===== src/hw/sram_ctl_pkg.sv =====
// Shared constants and types of the synchronous burst SRAM control block.
package sram_ctl_pkg;

   // Address and data widths of the wide configuration.
   localparam int ADDR_W = 18;
   localparam int DATA_W = 36;
   localparam int LANES = 4;
   localparam int LANE_W = 9;
   localparam int BURST_W = 2;

   // Lane masks for the wide and the narrow configuration.
   localparam logic [3:0] LANE_MASK_WIDE = 4'hf;
   localparam logic [3:0] LANE_MASK_NARROW = 4'h3;
   localparam logic [3:0] LANE_NONE = 4'h0;

   // Burst counter step and its value at the start of a burst.
   localparam logic [1:0] BURST_STEP = 2'h1;
   localparam logic [1:0] BURST_START = 2'h0;

   // Values after reset.
   localparam logic [17:0] ADDR_RST = 18'h00000;
   localparam logic [35:0] DATA_RST = 36'h000000000;

   // Kind of synchronous cycle decoded on a clock edge.
   typedef enum logic [2:0] {
      CYC_NONE,
      CYC_DESELECT,
      CYC_BEGIN_READ,
      CYC_BEGIN_WRITE,
      CYC_NEXT_READ,
      CYC_NEXT_WRITE,
      CYC_HOLD_READ,
      CYC_HOLD_WRITE
   } cycle_kind_t;

   // Burst tracking state.
   typedef enum logic [1:0] {
      BURST_IDLE,
      BURST_ACTIVE,
      BURST_SLEEP
   } burst_state_t;

   // One access presented to the storage array.
   typedef struct packed {
      logic [17:0] addr;
      logic rd;
      logic [3:0] lanes;
      logic [35:0] wdata;
   } array_req_t;

endpackage


===== src/hw/sync_burst_sram_control.sv =====
// Control logic of a pipelined synchronous burst SRAM.
//
// Implementation choices: the placing of the registers and the plain strobed port.
`timescale 1ns/1ps

// What this block does and what its controller must keep
// Deselect edge uses no address and floats data pins on the listed select cases.
// Selected with processor strobe low loads address and starts a read burst.
// Selected, controller strobe only, loads address; write if lanes requested, else read.
// No strobe and burst step low reads from the next burst address.
// No strobe, burst step low and write requested writes at the next address.
// No strobe and burst step high holds the counter and rereads current address.
// No strobe, burst step high and write requested writes at the current address.
// All-bytes write writes every lane; gated lane inputs select lanes; else read.
// Any mix of lanes may be written together; other lanes stay unchanged.
// In the narrow configuration lanes three and four have no effect.
// Output enable acts asynchronously, floats pins when high, ignored on writes.
// Cycle decode runs only while sleep is low; sleep floats the data pins.
// Controller holds synchronous pins at levels selecting the intended operation.
// Order select high steps low address bits as start XOR count 0..3.
// Order select low steps low address bits linearly, plus one modulo four.
// After the fourth address the counter wraps to the burst start value.
// Controller keeps burst order select static during operation.
// Controller keeps the device deselected when leaving sleep.
// Both address strobes start read bursts identically.
// Read data appears after the edge following the registered address.
// The burst counter changes only the two lowest address bits.
module sync_burst_sram_control #(
   parameter bit NARROW_MODE = 1'b0
) (
   input wire logic clk,
   input wire logic rst_n,
   input wire logic clk_en,
   input wire logic chip_enable_n,
   input wire logic high_select,
   input wire logic low_select_n,
   input wire logic proc_addr_strobe_n,
   input wire logic ctrl_addr_strobe_n,
   input wire logic burst_step_n,
   input wire logic all_bytes_write_n,
   input wire logic byte_write_gate_n,
   input wire logic [3:0] lane_write_n,
   input wire logic out_enable_n,
   input wire logic sleep_request,
   input wire logic linear_order_select_n,
   input wire logic [17:0] addr_in,
   input wire logic [35:0] dq_in,
   output logic [35:0] dq_out,
   output logic dq_oe_n,
   output sram_ctl_pkg::array_req_t array_req,
   output logic array_req_valid,
   input wire logic [35:0] array_rdata,
   output sram_ctl_pkg::cycle_kind_t cycle_kind,
   output logic standby,
   output logic sleeping
);

   // Registered state.
   sram_ctl_pkg::burst_state_t state_r;
   sram_ctl_pkg::burst_state_t state_nxt;
   logic [17:0] base_r;
   logic [17:0] base_nxt;
   logic [1:0] start_r;
   logic [1:0] start_nxt;
   logic [1:0] count_r;
   logic [1:0] count_nxt;
   sram_ctl_pkg::array_req_t req_r;
   sram_ctl_pkg::array_req_t req_nxt;
   logic req_valid_r;
   logic req_valid_nxt;
   logic [35:0] dout_r;
   logic [35:0] dout_nxt;
   logic drive_r;
   logic drive_nxt;
   sram_ctl_pkg::cycle_kind_t kind_r;
   sram_ctl_pkg::cycle_kind_t kind_nxt;

   // Decode wires.
   logic selected;
   logic any_strobe;
   logic deselect;
   logic begin_proc;
   logic begin_ctrl;
   logic no_strobe;
   logic burst_live;
   logic [3:0] lane_mask;
   logic [3:0] lane_raw;
   logic [3:0] lanes;
   logic write_req;
   logic [35:0] wdata_lanes;
   logic [1:0] count_step;
   logic [1:0] low_next;
   logic [1:0] low_hold;
   logic begin_cyc;
   logic next_cyc;
   logic hold_cyc;
   logic access;
   logic access_write;
   logic [17:0] access_addr;
   logic pins_receive;

   // The chip is selected only when all three selects are active.
   // A secondary select alone never starts anything; it only turns a
   // strobe into a deselect while the primary select is active.
   assign selected = ~chip_enable_n & high_select & ~low_select_n;
   assign any_strobe = ~proc_addr_strobe_n | ~ctrl_addr_strobe_n;

   // Deselect cases: primary off with controller strobe, or a strobe with
   // a secondary select off.
   // A deselect ends any live burst, so a later continue is ignored.
   assign deselect = (chip_enable_n & ~ctrl_addr_strobe_n) |
                     (~chip_enable_n & ~selected & any_strobe);

   // A processor strobe on a selected chip always starts a read, whatever the write inputs say.
   // It wins over the controller strobe, so a write needs the processor
   // strobe held high.
   assign begin_proc = selected & ~proc_addr_strobe_n;

   // A controller strobe alone starts a read or a write burst.
   assign begin_ctrl = selected & proc_addr_strobe_n &
                       ~ctrl_addr_strobe_n;

   // Without a new address strobe the burst continues or is suspended.
   // With the primary select off a processor strobe is meant for another
   // device, so it does not start a new burst here.
   assign no_strobe = ctrl_addr_strobe_n &
                      (proc_addr_strobe_n | chip_enable_n);

   // Continue and suspend cycles act only inside a live burst.
   // Outside a burst there is no valid base, so stepping would read junk.
   assign burst_live = (state_r == sram_ctl_pkg::BURST_ACTIVE);

   // Lanes that exist in this configuration.
   // Missing lanes are masked once, so a stray lane input in the narrow
   // configuration can neither write nor turn a read into a write.
   assign lane_mask = NARROW_MODE ? sram_ctl_pkg::LANE_MASK_NARROW :
                      sram_ctl_pkg::LANE_MASK_WIDE;

   // Per-lane write decode and per-lane data gating.
   // Unwritten lanes carry zero toward the array, so a stale pin value can
   // never be mistaken for write data.
   genvar g;
   generate
      for (g = 0; g < sram_ctl_pkg::LANES; g++) begin : g_lane
         assign lane_raw[g] = ~all_bytes_write_n |
                              (~byte_write_gate_n & ~lane_write_n[g]);
         assign wdata_lanes[g*sram_ctl_pkg::LANE_W +: sram_ctl_pkg::LANE_W] =
            lanes[g] ? dq_in[g*sram_ctl_pkg::LANE_W +: sram_ctl_pkg::LANE_W] :
            9'h000;
      end
   endgenerate

   // Only existing lanes are written; no lane at all means a read.
   assign lanes = lane_raw & lane_mask;
   assign write_req = |lanes;

   // Next counter value wraps modulo four, so a fourth step returns to start.
   // A two-bit counter needs no wrap logic of its own.
   assign count_step = count_r + sram_ctl_pkg::BURST_STEP;

   // Low address bits for the advanced and the held counter.
   // Both orders are formed from the start value and the count, not from
   // the last address, so a suspended cycle cannot skew the sequence.
   assign low_next = linear_order_select_n ?
                     (start_r ^ count_step) :
                     (start_r + count_step);
   assign low_hold = linear_order_select_n ?
                     (start_r ^ count_r) :
                     (start_r + count_r);

   // Cycle classes, all gated by sleep.
   // A strobe seen while sleep is high is lost, not deferred.
   assign begin_cyc = ~sleep_request & (begin_proc | begin_ctrl);
   assign next_cyc = ~sleep_request & no_strobe & burst_live &
                     ~burst_step_n;
   assign hold_cyc = ~sleep_request & no_strobe & burst_live &
                     burst_step_n;
   assign access = begin_cyc | next_cyc | hold_cyc;

   // Writes come from a controller-strobed start or from a continue or suspend cycle of a live burst.
   assign access_write = write_req & (begin_ctrl | next_cyc | hold_cyc);

   // Address of this access; continue and suspend take upper bits from the burst base.
   // Only the two low bits ever come from the counter.
   assign access_addr = begin_cyc ? addr_in :
                        next_cyc ? {base_r[17:2], low_next} :
                        {base_r[17:2], low_hold};

   // Pins receive data during any write cycle, whatever output enable says.
   // A write takes priority over a pending read output, so the pins never
   // fight the controller.
   assign pins_receive = access & access_write;

   // Next burst state, base and counter.
   // Sleep drops the burst and leaving sleep returns to idle, which is why
   // the controller must keep the chip deselected on the way out.
   always_comb begin
      state_nxt = state_r;
      base_nxt = base_r;
      start_nxt = start_r;
      count_nxt = count_r;
      if (sleep_request) begin
         state_nxt = sram_ctl_pkg::BURST_SLEEP;
      end else begin
         case (state_r)
            sram_ctl_pkg::BURST_SLEEP: begin
               state_nxt = sram_ctl_pkg::BURST_IDLE;
            end
            sram_ctl_pkg::BURST_IDLE,
            sram_ctl_pkg::BURST_ACTIVE: begin
               if (deselect) begin
                  state_nxt = sram_ctl_pkg::BURST_IDLE;
               end else if (begin_cyc) begin
                  state_nxt = sram_ctl_pkg::BURST_ACTIVE;
                  base_nxt = addr_in;
                  start_nxt = addr_in[1:0];
                  count_nxt = sram_ctl_pkg::BURST_START;
               end else if (next_cyc) begin
                  count_nxt = count_step;
               end
            end
            default: begin
               state_nxt = sram_ctl_pkg::BURST_IDLE;
            end
         endcase
      end
   end

   // Request to the array for this edge, and the decoded cycle kind.
   // The address is held between accesses so the array sees stable inputs.
   always_comb begin
      req_nxt.addr = access ? access_addr : req_r.addr;
      req_nxt.rd = access & ~access_write;
      req_nxt.lanes = (access & access_write) ? lanes :
                      sram_ctl_pkg::LANE_NONE;
      req_nxt.wdata = (access & access_write) ? wdata_lanes :
                      sram_ctl_pkg::DATA_RST;
      req_valid_nxt = access;
      if (sleep_request) begin
         kind_nxt = sram_ctl_pkg::CYC_NONE;
      end else if (deselect) begin
         kind_nxt = sram_ctl_pkg::CYC_DESELECT;
      end else if (begin_cyc) begin
         kind_nxt = access_write ? sram_ctl_pkg::CYC_BEGIN_WRITE :
                    sram_ctl_pkg::CYC_BEGIN_READ;
      end else if (next_cyc) begin
         kind_nxt = access_write ? sram_ctl_pkg::CYC_NEXT_WRITE :
                    sram_ctl_pkg::CYC_NEXT_READ;
      end else if (hold_cyc) begin
         kind_nxt = access_write ? sram_ctl_pkg::CYC_HOLD_WRITE :
                    sram_ctl_pkg::CYC_HOLD_READ;
      end else begin
         kind_nxt = sram_ctl_pkg::CYC_NONE;
      end
   end

   // Read data is captured one edge after its address was registered.
   // The drive flag lasts one cycle per read; back-to-back reads keep it up.
   assign dout_nxt = (req_valid_r & req_r.rd) ? array_rdata : dout_r;
   assign drive_nxt = req_valid_r & req_r.rd & ~sleep_request;

   // State registers; reset is synchronous and clock enable freezes all.
   // Clock enable low keeps a burst exactly where it stood.
   always_ff @(posedge clk) begin
      if (!rst_n) begin
         state_r <= sram_ctl_pkg::BURST_IDLE;
         base_r <= sram_ctl_pkg::ADDR_RST;
         start_r <= sram_ctl_pkg::BURST_START;
         count_r <= sram_ctl_pkg::BURST_START;
      end else if (clk_en) begin
         state_r <= state_nxt;
         base_r <= base_nxt;
         start_r <= start_nxt;
         count_r <= count_nxt;
      end
   end

   // Pipeline registers toward the array and the data pins.
   always_ff @(posedge clk) begin
      if (!rst_n) begin
         req_r <= '0;
         req_valid_r <= 1'b0;
         dout_r <= sram_ctl_pkg::DATA_RST;
         drive_r <= 1'b0;
         kind_r <= sram_ctl_pkg::CYC_NONE;
      end else if (clk_en) begin
         req_r <= req_nxt;
         req_valid_r <= req_valid_nxt;
         dout_r <= dout_nxt;
         drive_r <= drive_nxt;
         kind_r <= kind_nxt;
      end
   end

   // Pin drive follows output enable and sleep without waiting for a clock.
   // Output enable is not registered, since it must act within the cycle.
   assign dq_oe_n = ~(drive_r & ~out_enable_n & ~sleep_request &
                      ~pins_receive);
   assign dq_out = dout_r;

   // Array request and status outputs.
   assign array_req = req_r;
   assign array_req_valid = req_valid_r;
   assign cycle_kind = kind_r;
   assign standby = (state_r == sram_ctl_pkg::BURST_IDLE);
   assign sleeping = (state_r == sram_ctl_pkg::BURST_SLEEP);

endmodule

===== config.mk =====
export PLATFORM = sky130hd
export DESIGN_NAME = sync_burst_sram_control
export DESIGN_NICKNAME = d
export VERILOG_FILES = /design/src/hw/sram_ctl_pkg.sv /design/src/hw/sync_burst_sram_control.sv
export SDC_FILE = /design/constraint.sdc
export NUM_CORES = 1
export LEC_CHECK = 0
export BUFFER_PORTS_ARGS = -buffer_cell sky130_fd_sc_hd__buf_2
export CORE_MARGIN = 4
export CORE_UTILIZATION = 50
export DETAILED_ROUTE_END_ITERATION = 12
export GPL_TIMING_DRIVEN = 0
export MAX_ROUTING_LAYER = met4
export PLACE_DENSITY = 0.94
export SLEW_MARGIN = 15
export SYNTH_ARGS = -nofsm -noshare
export SYNTH_HDL_FRONTEND = slang
export SYNTH_SLANG_ARGS = --single-unit

===== constraint.sdc =====
create_clock -name clk -period 4.46 [get_ports clk]
set_input_delay 0.892 -clock clk [delete_from_list [all_inputs] [get_ports clk]]
set_output_delay 0.892 -clock clk [all_outputs]
set_load 0.03 [all_outputs]

# [Word-level counts from Yosys, hierarchy flattened]
# Index checks and enable logic that the tools add are counted.
[totals] rom_bits=0 wordCells=109 register_bits=124 latch_bits=0 output_inout_bits=102 ram_bits=0 input_bits=108 memories=0
[classes] shifts=0 add_sub_neg=3 n_reduce_logical=9 bitwise=58 multipliers=0 order_cmp=0 n_mux=24 n_div=0 n_eq_ne=3
[ops] operator="36-bit 2-to-1 mux" count=1
[ops] operator="9-bit 2-to-1 mux" count=4
[ops] operator="1-bit bitwise AND" count=26
[ops] operator="18-bit 2-to-1 mux" count=1
[ops] operator="2-bit 2-to-1 mux" count=9
[ops] operator="1-bit inverter" count=18
[ops] operator="3-bit 2-to-1 mux" count=5
[ops] operator="1-bit bitwise OR" count=12
[ops] operator="5-bit AND reduction" count=2
[ops] operator="2-bit AND reduction" count=3
[ops] operator="2-bit adder" count=2
[ops] operator="4-bit 2-to-1 mux" count=1
[ops] operator="4-bit != test (second input constant)" count=1
[ops] operator="4-bit OR reduction" count=1
[ops] operator="2-bit bitwise XOR" count=2
[ops] operator="1-bit 2-to-1 mux" count=3
[ops] operator="2-bit by 1-bit adder with 2-bit output (second input constant)" count=1
[ops] operator="2-bit by 1-bit == test with 1-bit output (second input constant)" count=1
[ops] operator="2-bit == test (second input constant)" count=1
[ops] operator="2-bit zero test" count=1
[ops] operator="2-bit nonzero test" count=1
[ops] operator="2-bit OR reduction" count=1

# [Logic depth before layout (Yosys ltp)]
# Gate-level depths: netlist of the first run.
[depth] depth_word=14 ltp_mapped=8 depth_no_buf=7

# [Least setup slack after synthesis of the first run]
# No wires, ideal clock.
[synth_timing] path_type="input to output" start="in low_select_n" end="out dq_oe_n" arrival_time_ps=1800 n_path_buf=0 required_time_ps=3568 path_slack_ps=1768 stages=4 path_cell_list="nor3b_4 > nand3b_1 > a22o_1 > nand3_1"
[synth_between] elab_chain_len=12 word_cells_on_any_way=16 classes_between="bitwise: 16"
[synth_lines] item="start, declared" line="sync_burst_sram_control.sv:36" source="input wire logic low_select_n,"
[synth_lines] item="1-bit inverter *" line="sync_burst_sram_control.sv:105" source="assign selected = ~chip_enable_n & high_select & ~low_select_n;"
[synth_lines] item="1-bit bitwise AND *" line="sync_burst_sram_control.sv:105"
[synth_lines] item="1-bit bitwise AND (2 in series)" line="sync_burst_sram_control.sv:120" source="assign begin_ctrl = selected & proc_addr_strobe_n &"
[synth_lines] item="1-bit bitwise OR" line="sync_burst_sram_control.sv:173" source="assign begin_cyc = ~sleep_request & (begin_proc | begin_ctrl);"
[synth_lines] item="1-bit bitwise AND" line="sync_burst_sram_control.sv:173"
[synth_lines] item="1-bit bitwise OR (2 in series)" line="sync_burst_sram_control.sv:178" source="assign access = begin_cyc | next_cyc | hold_cyc;"
[synth_lines] item="1-bit bitwise AND *" line="sync_burst_sram_control.sv:192" source="assign pins_receive = access & access_write;"
[synth_lines] item="1-bit inverter *" line="sync_burst_sram_control.sv:298" source="~pins_receive);"
[synth_lines] item="1-bit bitwise AND *" line="sync_burst_sram_control.sv:297" source="assign dq_oe_n = ~(drive_r & ~out_enable_n & ~sleep_request &"
[synth_lines] item="1-bit inverter *" line="sync_burst_sram_control.sv:297"
[synth_lines] item="end, declared" line="sync_burst_sram_control.sv:49" source="output logic dq_oe_n,"
# Every way passes the cells marked *; elsewhere a longest branch is shown, timed or not.

# [Final worst setup path of the first run]
[layout_timing] start="in chip_enable_n" end="out dq_oe_n"
[layout_between] elab_chain_len=13 word_cells_on_any_way=23 classes_between="bitwise: 23"
[layout_lines] item="start, declared" line="sync_burst_sram_control.sv:34" source="input wire logic chip_enable_n,"
[layout_lines] item="1-bit inverter" line="sync_burst_sram_control.sv:105"
[layout_lines] item="1-bit bitwise AND (2 in series)" line="sync_burst_sram_control.sv:105"
[layout_lines] item="1-bit bitwise AND (2 in series)" line="sync_burst_sram_control.sv:120"
[layout_lines] item="1-bit bitwise OR" line="sync_burst_sram_control.sv:173"
[layout_lines] item="1-bit bitwise AND" line="sync_burst_sram_control.sv:173"
[layout_lines] item="1-bit bitwise OR (2 in series)" line="sync_burst_sram_control.sv:178"
[layout_lines] item="1-bit bitwise AND *" line="sync_burst_sram_control.sv:192"
[layout_lines] item="1-bit inverter *" line="sync_burst_sram_control.sv:298"
[layout_lines] item="1-bit bitwise AND *" line="sync_burst_sram_control.sv:297"
[layout_lines] item="1-bit inverter *" line="sync_burst_sram_control.sv:297"
# Marks and branches as above.

==> results.cfg, run 1 <==
[outcome]
outcome = complete, no violations

[placed_design]
gp_congestion = 0.828
placed_cells = 837
dpl_worst_slack_ns = 1.46
port_buffers = 206
place_hpwl_um = 10700

[routing]
vias = 4615
viasPerCell = 5.31
firstDrtPassIters = 5
drt_iter0_drc = 276
routed_wl_um = 14200
wl_per_cell_um = 16.4
ant_nets = 0
remaining_drc_errors = 0

[critical_path]
cp-end-kind = output port
cp.arrival_ns = 2.12
cpPeakStageDelay_ns = 0.33
crit_fanout = 7
critical_path.slowest_cell = nor3b_4
crit_path_start_kind = primary input
critical_path.most_common_cell = buf_2
crit_type = in2out
worstPathCellList = buf_2 > nor3b_4 > nand3b_1 > a22o_1 > nand3_1 > buf_2
cp.required_ns = 3.57

[hold_path]
worstHoldPathType = reg2reg

[timing]
drv_slew = 0
hold_violations = 0
period_needed_ns = 3.01
slew_headroom = 0.488
setup_tns_ns = 0
worstMarginPinSlew_ns = 0.763
setup_ws_ns = 1.45
fin_crit_sh = 0.675
rsz0062_at_grt = no
clock_skew_ns = 0.00571
fmax_ghz = 0.332
setup_viol_count_final = 0

[final_layout]
fin_nets = 837
stdcell_count = 869
antenna_cells = 0
area_growth_syn_to_layout_pct = 36.4
layout-drive-gt1-share = 0.345
fillerInstances = 679

[cts]
cts_setup_buffers = 0
htree_num_levels = 4
clock_latency_ns = 0.50
cts_buffers = 17
clk_transition_reported_paths_ns = 0.06
clk_path_buf_depth = 2
cts_hold_buf = 0
cts_num_sinks = 122
cts-resized-gates = 0
root_buffer = clkbuf_8
cts_tree = built

[yosys]
synth_area_leaders = dfxtp_1 50%, mux2i_1 7.7%, nand2_1 7.3%, nor2b_1 6.9%, a32oi_1 4.8%
synth_top_area_share = 0.497
yosys.cell_count.top_type = dfxtp_1
synth_cell_types = 42
yosysWarnings = 0
yosysSeqAreaShare = 0.497
syn_inst = 502
synth_top_flop_cell = dfxtp_1
ys_seq_elements = 122
synthesis.area_mm2 = 0.00491
synth_top_cell_by_area = dfxtp_1
synthTopCellsByCount = 122 x dfxtp_1, 95 x nand2_1, 54 x nor2b_1
syn_nets = 612
synth_edf_count = 0
syn_area_per_cell_um2 = 9.79
async_reset_ff_frac = 0

[power]
vdd_drop_max_mv = 0.242
p_leak_nw = 3.21
power_density_mw_per_mm2 = 388
total_power_mw = 2.60

[grt]
grtUsageTotal = 0.248
grt_max_degree = 17
overflow = 0
grt_pass1_wl_um = 22100
grt_pass1_vias = 4598
antenna_found_initial = 0

[floorplan]
ioPinCount = 210
coreArea_mm2 = 0.00942
dieHeight_um = 107
fp.dieArea_mm2 = 0.0115
die_w_um = 107
rows = 35
start_util = 0.522

[run]
cap_violations = 0
cell type report:
type	instances	area, µm²	area share
repair buffers	206	1030	0.154
inverters	2	7.51	0.00112
clock buffers	20	455	0.0680
flip-flops and latches	122	2440	0.364
clock inverters	12	139	0.0207
multi-input cells	338	2290	0.342
plain buffers	40	175	0.0261
well taps	129	161	0.0241
path summary, 6_finish.rpt:
kind,depth (start not counted),slack [ns],end,start
max,6,1.45,dq_oe_n,chip_enable_n
min,2,0.45,dq_out[22]$_SDFFE_PN0P_,dq_out[22]$_SDFFE_PN0P_
max reg2reg,6,2.62,array_req[16]$_SDFFE_PN0P_,state_r[1]$_SDFFE_PN0P_
min reg2reg,2,0.45,dq_out[22]$_SDFFE_PN0P_,dq_out[22]$_SDFFE_PN0P_
state kept, by name, indices dropped and copies added (netlist names):
signal,cells
dq_out,36
cycle_kind,3
drive_r,1
count_r,2
array_req,59
base_r,18
state_r,2
array_req_valid,1
logic make-up (layout without fill, tap and decap cells):
logic type,Yosys count,count (layout),share of synthesized area
compound gates,118,118,0.196
xor+xnor,4,4,0.00713
fa+ha+maj,2,2,0.00509
buf+inv,42,280,0.0372
flops,122,122,0.497
mux,38,38,0.0774
simple gates,176,176,0.180
placed cells by master, fill, tap and decap left out, drive strengths merged, types with 3 or more instances in the layout:
cell type	netlist	layout
a21boi	37	37
a21oi	5	5
a22o	14	14
a32oi	27	27
and2	5	5
buf	16	222
clkbuf	24	44
clkinv	0	4
clkinvlp	0	4
dfxtp	122	122
inv	2	4
mux2i	38	38
nand2	95	95
nand3	4	4
nor2	7	7
nor2b	54	54
o211a	16	16
o21a	3	3
o21ai	8	8
xnor2	3	3
worst max-delay path: cells and delay by family:
| kind | cells | cell delay (ns) |
|---|---|---|
| AOI/OAI and AO/OA | 1 | 0.28 |
| buffers and inverters | 2 | 0.33 |
| and+or+nand+nor | 3 | 0.61 |
metal layers:
layer / track usage / part of all wire
met2: 0.440 / 0.52
met1: 0.277 / 0.39
met3: 0.0542 / 0.074
met5: - / 0
met4: 0.0813 / 0.014
power by group:
| group | total (mW) | switching, mW | internal (mW) |
|---|---|---|---|
| registers | 1.10 | 0.00504 | 1.10 |
| clock network | 1.34 | 0.500 | 0.844 |
| logic | 0.155 | 0.0862 | 0.0689 |
metrics by stage:
step | hold slack (ns) | area, µm² | utilization
after floorplan | 0.469 | 4910 | -
after global placement | 0.437 | 6110 | 0.649
after detailed placement | 0.446 | 6110 | 0.649
after CTS | 0.454 | 6700 | 0.712
after global routing | 0.474 | 6700 | 0.712
final | 0.454 | 6700 | 0.712
Power figures use the tool's default switching activity.
==> run 2: changes to the inputs <==
--- a/config.mk
+++ b/config.mk
@@ -7,11 +7,11 @@
 export LEC_CHECK = 0
 export BUFFER_PORTS_ARGS = -buffer_cell sky130_fd_sc_hd__buf_2
 export CORE_MARGIN = 4
-export CORE_UTILIZATION = 50
+export CORE_UTILIZATION = 48
 export DETAILED_ROUTE_END_ITERATION = 12
 export GPL_TIMING_DRIVEN = 0
 export MAX_ROUTING_LAYER = met4
-export PLACE_DENSITY = 0.94
+export PLACE_DENSITY = 0.91
 export SLEW_MARGIN = 15
 export SYNTH_ARGS = -nofsm -noshare
 export SYNTH_HDL_FRONTEND = slang
==> constraint.sdc (replaced) <==
create_clock -name clk -period 2.9 [get_ports clk]
set_input_delay 0.58 -clock clk [delete_from_list [all_inputs] [get_ports clk]]
set_output_delay 0.58 -clock clk [all_outputs]
set_load 0.03 [all_outputs]
==> results.cfg, run 2 (synthesis results as in run 1) <==
[power]
p_int_mw = 3.45
vdd_drop_max_mv = 0.394
p_seq_frac = 0.395
net-switching-power_mw = 0.844
p_sw_frac = 0.197
power_density_mw_per_mm2 = 634
pwr-share-comb = 0.055
p_leak_nw = 3.26
p_clk_frac = 0.550

[hold_path]
hp-start = dq_in[32]
whs_path_depth = 2
worstHoldPathType = in2reg
worst_hold_path.endpoint = array_req[32]$_SDFFE_PN0P_

[critical_path]
critical_path.most_common_cell = buf_2
cpPeakStageDelay_ns = 0.32
cp.required_ns = 2.32
worstReg2RegEnd = array_req[12]$_SDFFE_PN0P_
startpoint = chip_enable_n
worstPathCellList = buf_2 > nor3b_4 > nand3b_1 > a22o_1 > nand3_1 > buf_2
cp.arrival_ns = 1.80
cp-end-kind = output port
r2r_slack_ns = 1.07
crit_fanout = 7
crit_type = in2out
crit_path_start_kind = primary input
r2r_cells = 6
r2r-start = state_r[1]$_SDFFE_PN0P_
critical_path.slowest_cell = nor3b_4

[final_layout]
layout-drive-gt1-share = 0.340
final_cell_mix = 214 x buf_2, 122 x dfxtp_1, 95 x nand2_1
fin_nets = 837
fillerInstances = 747
stdcell_count = 872
layout_commonest_cell = buf_2
largest_reg_flops = 59
antenna_cells = 0
area_growth_syn_to_layout_pct = 37.9

[cts]
clk_path_buf_depth = 2
cts_num_sinks = 122
cts_tree = built
cts_setup_buffers = 0
cts_buffers = 17
cts-resized-gates = 0
clock_latency_ns = 0.51
cts_hold_buf = 0
clk_transition_reported_paths_ns = 0.05
htree_num_levels = 4
root_buffer = clkbuf_8

[routing]
wl_per_cell_um = 16.3
remaining_drc_errors = 0
vias = 4584
routed_wl_um = 14200
ant_nets = 0
viasPerCell = 5.26
drt_iter0_drc = 259
firstDrtPassIters = 7

[timing]
clock_skew_ns = 0.00864
fin_crit_sh = 0.821
slew_headroom = 0.473
fmax_ghz = 0.420
setup_viol_count_final = 0
worstMarginPinSlew_ns = 0.786
rsz0062_at_grt = no
hold_violations = 0
drv_slew = 0
period_needed_ns = 2.38
setup_tns_ns = 0

[grt]
grt_pass1_vias = 4683
antenna_found_initial = 0
grt_pass1_wl_um = 22000
grt_max_degree = 17
overflow = 0
grtUsageTotal = 0.243

[floorplan]
ioPinCount = 210
dieHeight_um = 109
start_util = 0.498
rows = 36
die_w_um = 109
coreArea_mm2 = 0.00986
fp.dieArea_mm2 = 0.0119

[placed_design]
placed_cells = 841
gp_congestion = 0.811
port_buffers = 206
place_hpwl_um = 10700

[run]
cap_violations = 0

[outcome]
outcome = complete, no violations
[run 2: cell count changes in the layout (fill, tap and decap cells not counted)]
cell and change:
bufinv_16 +4, clkinvlp_4 -4, clkbuf_1 +3, clkinv_4 -3, inv_6 -2, clkbuf_8 +1
[run 2: worst max path at each step]
stage / to / cells past startpoint / slack, ns
floorplan: dq_oe_n / 4 / 0.83
global placement: dq_oe_n / 6 / 0.54
detailed placement: dq_oe_n / 6 / 0.52
CTS: dq_oe_n / 5 / 0.50
global route: dq_oe_n / 6 / 0.45
finish: dq_oe_n / 6 / 0.52
[run 2: layout make-up]
class                           instances  area, µm²  share of cell area
Buffer                                 40        175              0.0258
Clock buffer                           24        480              0.0709
Clock inverter                          7        185              0.0273
Inverter                                2       7.51             0.00111
Multi-Input combinational cell        338       2290               0.338
Sequential cell                       122       2440               0.360
Tap cell                              133        166              0.0246
Timing Repair Buffer                  206       1030               0.152
[run 2: metal layers]
layer / GRT usage / vias up / part of all wire
met4: 0.0988 / 0 / 0.027
met2: 0.426 / 190 / 0.51
li1: - / 2208 / -
met1: 0.257 / 2153 / 0.39
met3: 0.0669 / 33 / 0.075
met5: - / - / 0
[run 2: per-stage QoR]
| stage | utilization | hold WS (ns) | worst slack [ns] | instance area, µm² | power [mW] |
|---|---|---|---|---|---|
| final | 0.687 | 0.280 | 0.520 | 6780 | 4.29 |
| after global routing | 0.687 | 0.271 | 0.455 | 6780 | 4.42 |
| after CTS | 0.687 | 0.258 | 0.501 | 6780 | 4.32 |
| after detailed placement | 0.620 | 0.445 | 0.519 | 6110 | 1.97 |
| after global placement | 0.620 | 0.437 | 0.545 | 6110 | 1.96 |
| after floorplan | - | 0.469 | 0.832 | 4910 | 1.85 |
[run 2: power by group through the flow]
stage          registers, mW  clock network, mW  logic, mW
4_1_cts                 1.70               2.39      0.237
3_5_place_dp            1.73                  0      0.236
6_report                1.70               2.36      0.238
5_1_grt                 1.70               2.46      0.258
2_1_floorplan           1.75                  0      0.102
3_3_place_gp            1.73                  0      0.229
[run 2: worst max-delay path: cells and delay by family]
| family | cells | cell delay [ns] |
|---|---|---|
| buf+inv | 2 | 0.34 |
| compound gates | 1 | 0.27 |
| simple gates | 3 | 0.60 |
==> run 3: changes to the inputs <==
--- a/config.mk
+++ b/config.mk
@@ -5,13 +5,14 @@
 export SDC_FILE = /design/constraint.sdc
 export NUM_CORES = 1
 export LEC_CHECK = 0
+export ABC_AREA = 1
 export BUFFER_PORTS_ARGS = -buffer_cell sky130_fd_sc_hd__buf_2
 export CORE_MARGIN = 4
-export CORE_UTILIZATION = 48
+export CORE_UTILIZATION = 44
 export DETAILED_ROUTE_END_ITERATION = 12
 export GPL_TIMING_DRIVEN = 0
 export MAX_ROUTING_LAYER = met4
-export PLACE_DENSITY = 0.91
+export PLACE_DENSITY = 0.87
 export SLEW_MARGIN = 15
 export SYNTH_ARGS = -nofsm -noshare
 export SYNTH_HDL_FRONTEND = slang
==> constraint.sdc (replaced) <==
create_clock -name clk -period 2 [get_ports clk]
set_input_delay 0.4 -clock clk [delete_from_list [all_inputs] [get_ports clk]]
set_output_delay 0.4 -clock clk [all_outputs]
set_load 0.03 [all_outputs]
==> results.cfg, run 3 <==
[outcome]
outcome = complete, no violations

[timing]
clock_skew_ns = 0.0127
setup_tns_ns = 0
hold_violations = 0
fin_crit_sh = 0.938
rsz0062_at_grt = no
worstMarginPinSlew_ns = 0.728
slew_headroom = 0.514
period_needed_ns = 1.88
setup_viol_count_final = 0
drv_slew = 0
fmax_ghz = 0.533

[yosys]
synth_cell_types = 27
synth_top_flop_cell = dfxtp_1
syn_area_per_cell_um2 = 8.25
synth_top_area_share = 0.450
yosysWarnings = 0
synth_area_leaders = dfxtp_1 45%, nand2_1 12%, a21oi_2 8.1%, nand3_2 6.6%, a21oi_1 6.6%
ys_seq_elements = 122
async_reset_ff_frac = 0
synthTopCellsByCount = 167 x nand2_1, 122 x dfxtp_1, 71 x a21oi_1
syn_inst = 657
synth_edf_count = 0
yosysSeqAreaShare = 0.450
yosys.cell_count.top_type = nand2_1
syn_nets = 767
synthesis.area_mm2 = 0.00542
synth_top_cell_by_area = dfxtp_1

[hold_path]
hp-start = dq_in[23]
worst_hold_path.endpoint = array_req[23]$_SDFFE_PN0P_
worstHoldPathType = in2reg
whs_path_depth = 3

[final_layout]
layout-drive-gt1-share = 0.422
antenna_cells = 0
fin_nets = 997
largest_reg_flops = 59
area_growth_syn_to_layout_pct = 35.7
stdcell_area_mm2 = 0.00736
layout_commonest_cell = buf_2
final_cell_mix = 214 x buf_2, 167 x nand2_1, 121 x dfxtp_1

[grt]
grt_pass1_wl_um = 26000
grt_pass1_vias = 5310
overflow = 0
grtUsageTotal = 0.234
antenna_found_initial = 0
grt_max_degree = 17

[cts]
cts_tree = built
cts_buffers = 17
clk_transition_reported_paths_ns = 0.05
clk_path_buf_depth = 2
root_buffer = clkbuf_16
clock_latency_ns = 0.42
cts_hold_buf = 0
htree_num_levels = 4
cts_num_sinks = 122

[critical_path]
r2r_cells = 7
crit_path_start_kind = register
path_buf_inv = 1
r2r-start = state_r[1]$_SDFFE_PN0P_
critPathTopFamily = simple AND/OR/NAND/NOR gates
crit_fanout = 4
cp.required_ns = 1.60
crit_type = reg2out
cpPeakStageDelay_ns = 0.35
cp.arrival_ns = 1.48
worstPathCellList = nor2_4 > nand3_4 > o21ai_2 > nand2_4 > nand3_1 > buf_4
critical_path.slowest_cell = dfxtp_1
r2r_slack_ns = 0.46
worstReg2RegEnd = count_r[0]$_SDFFE_PN0P_
cp-end-kind = output port

[routing]
wl_per_cell_um = 14.8
remaining_drc_errors = 0
routed_wl_um = 15800
ant_nets = 0
vias = 5289
drt_iter0_drc = 357
viasPerCell = 4.95
firstDrtPassIters = 6

[run]
cap_violations = 0

[floorplan]
rows = 40
coreArea_mm2 = 0.0121
start_util = 0.449
dieHeight_um = 119
fp.dieArea_mm2 = 0.0142
die_w_um = 119
ioPinCount = 210

[placed_design]
gp_congestion = 0.858
place_hpwl_um = 11700
port_buffers = 208
placed_cell_area_mm2 = 0.00667

[power]
power_density_mw_per_mm2 = 843
vdd_drop_max_mv = 0.432
p_leak_nw = 3.12
[run 3: cells by family (layout without fill, tap and decap cells)]
group | after synthesis | in the layout | synth area share
buf+inv | 82 | 325 | 0.0794
flops | 122 | 122 | 0.450
simple gates | 289 | 289 | 0.273
compound gates | 162 | 162 | 0.192
fa+ha+maj | 2 | 2 | 0.00462
[run 3: tightest hold or removal path: stages]
cell and delay (ns):
buf_2 0.10, nand3_2 0.06, a21oi_2 0.04
[run 3: routing by layer]
layer / vias up / wire (µm) / global-route usage
met4: 0 / 450 / 0.109
li1: 2632 / - / -
met3: 38 / 1030 / 0.0594
met1: 2426 / 6620 / 0.277
met5: - / 0 / -
met2: 193 / 7690 / 0.375
[run 3: worst max path at each step]
stage	startpoint	end	slack, ns	cells past startpoint
2_1_floorplan	all_bytes_write_n	dq_oe_n	0.38	5
3_3_place_gp	rst_n	drive_r$_SDFFE_PN0P_	0.07	5
3_5_place_dp	rst_n	drive_r$_SDFFE_PN0P_	0.08	5
4_1_cts	state_r[1]$_SDFFE_PN0P_	dq_oe_n	0.02	6
5_1_grt	state_r[1]$_SDFFE_PN0P_	dq_oe_n	0.009	6
6_report	state_r[1]$_SDFFE_PN0P_	dq_oe_n	0.12	6
[run 3: area by class of cell]
class	instances	area, µm²
tap	168	210
fill	1102	4700
clock inverter	6	130
timing repair buffer	211	1070
inverter	38	150
sequential	122	2440
multi-input combinational	453	2550
clock buffer	26	529
buffer	44	280
[run 3: report_power, final]
group | switching (mW) | internal [mW]
registers | 0.00719 | 2.44
logic | 0.253 | 0.140
clock network | 1.04 | 2.31
[run 3: timing repair]
action                                  4_1_cts  5_1_grt
gates resized for setup                       1        1
endpoints found under the setup margin        1        1
pin swaps                                     1        2
buffers inserted                              0        3
[run 3: metrics by stage]
step                      cells  power (mW)   util  setup slack (ns)  hold WS (ns)
after floorplan             657        2.71      -             0.377         0.444
after global placement     1033        2.89  0.553            0.0670         0.446
after detailed placement   1033        2.89  0.553            0.0807         0.449
after CTS                  1065        6.28  0.608            0.0163         0.210
after global routing       1068        6.42  0.610           0.00863         0.226
final                      1068        6.20  0.610             0.125         0.230
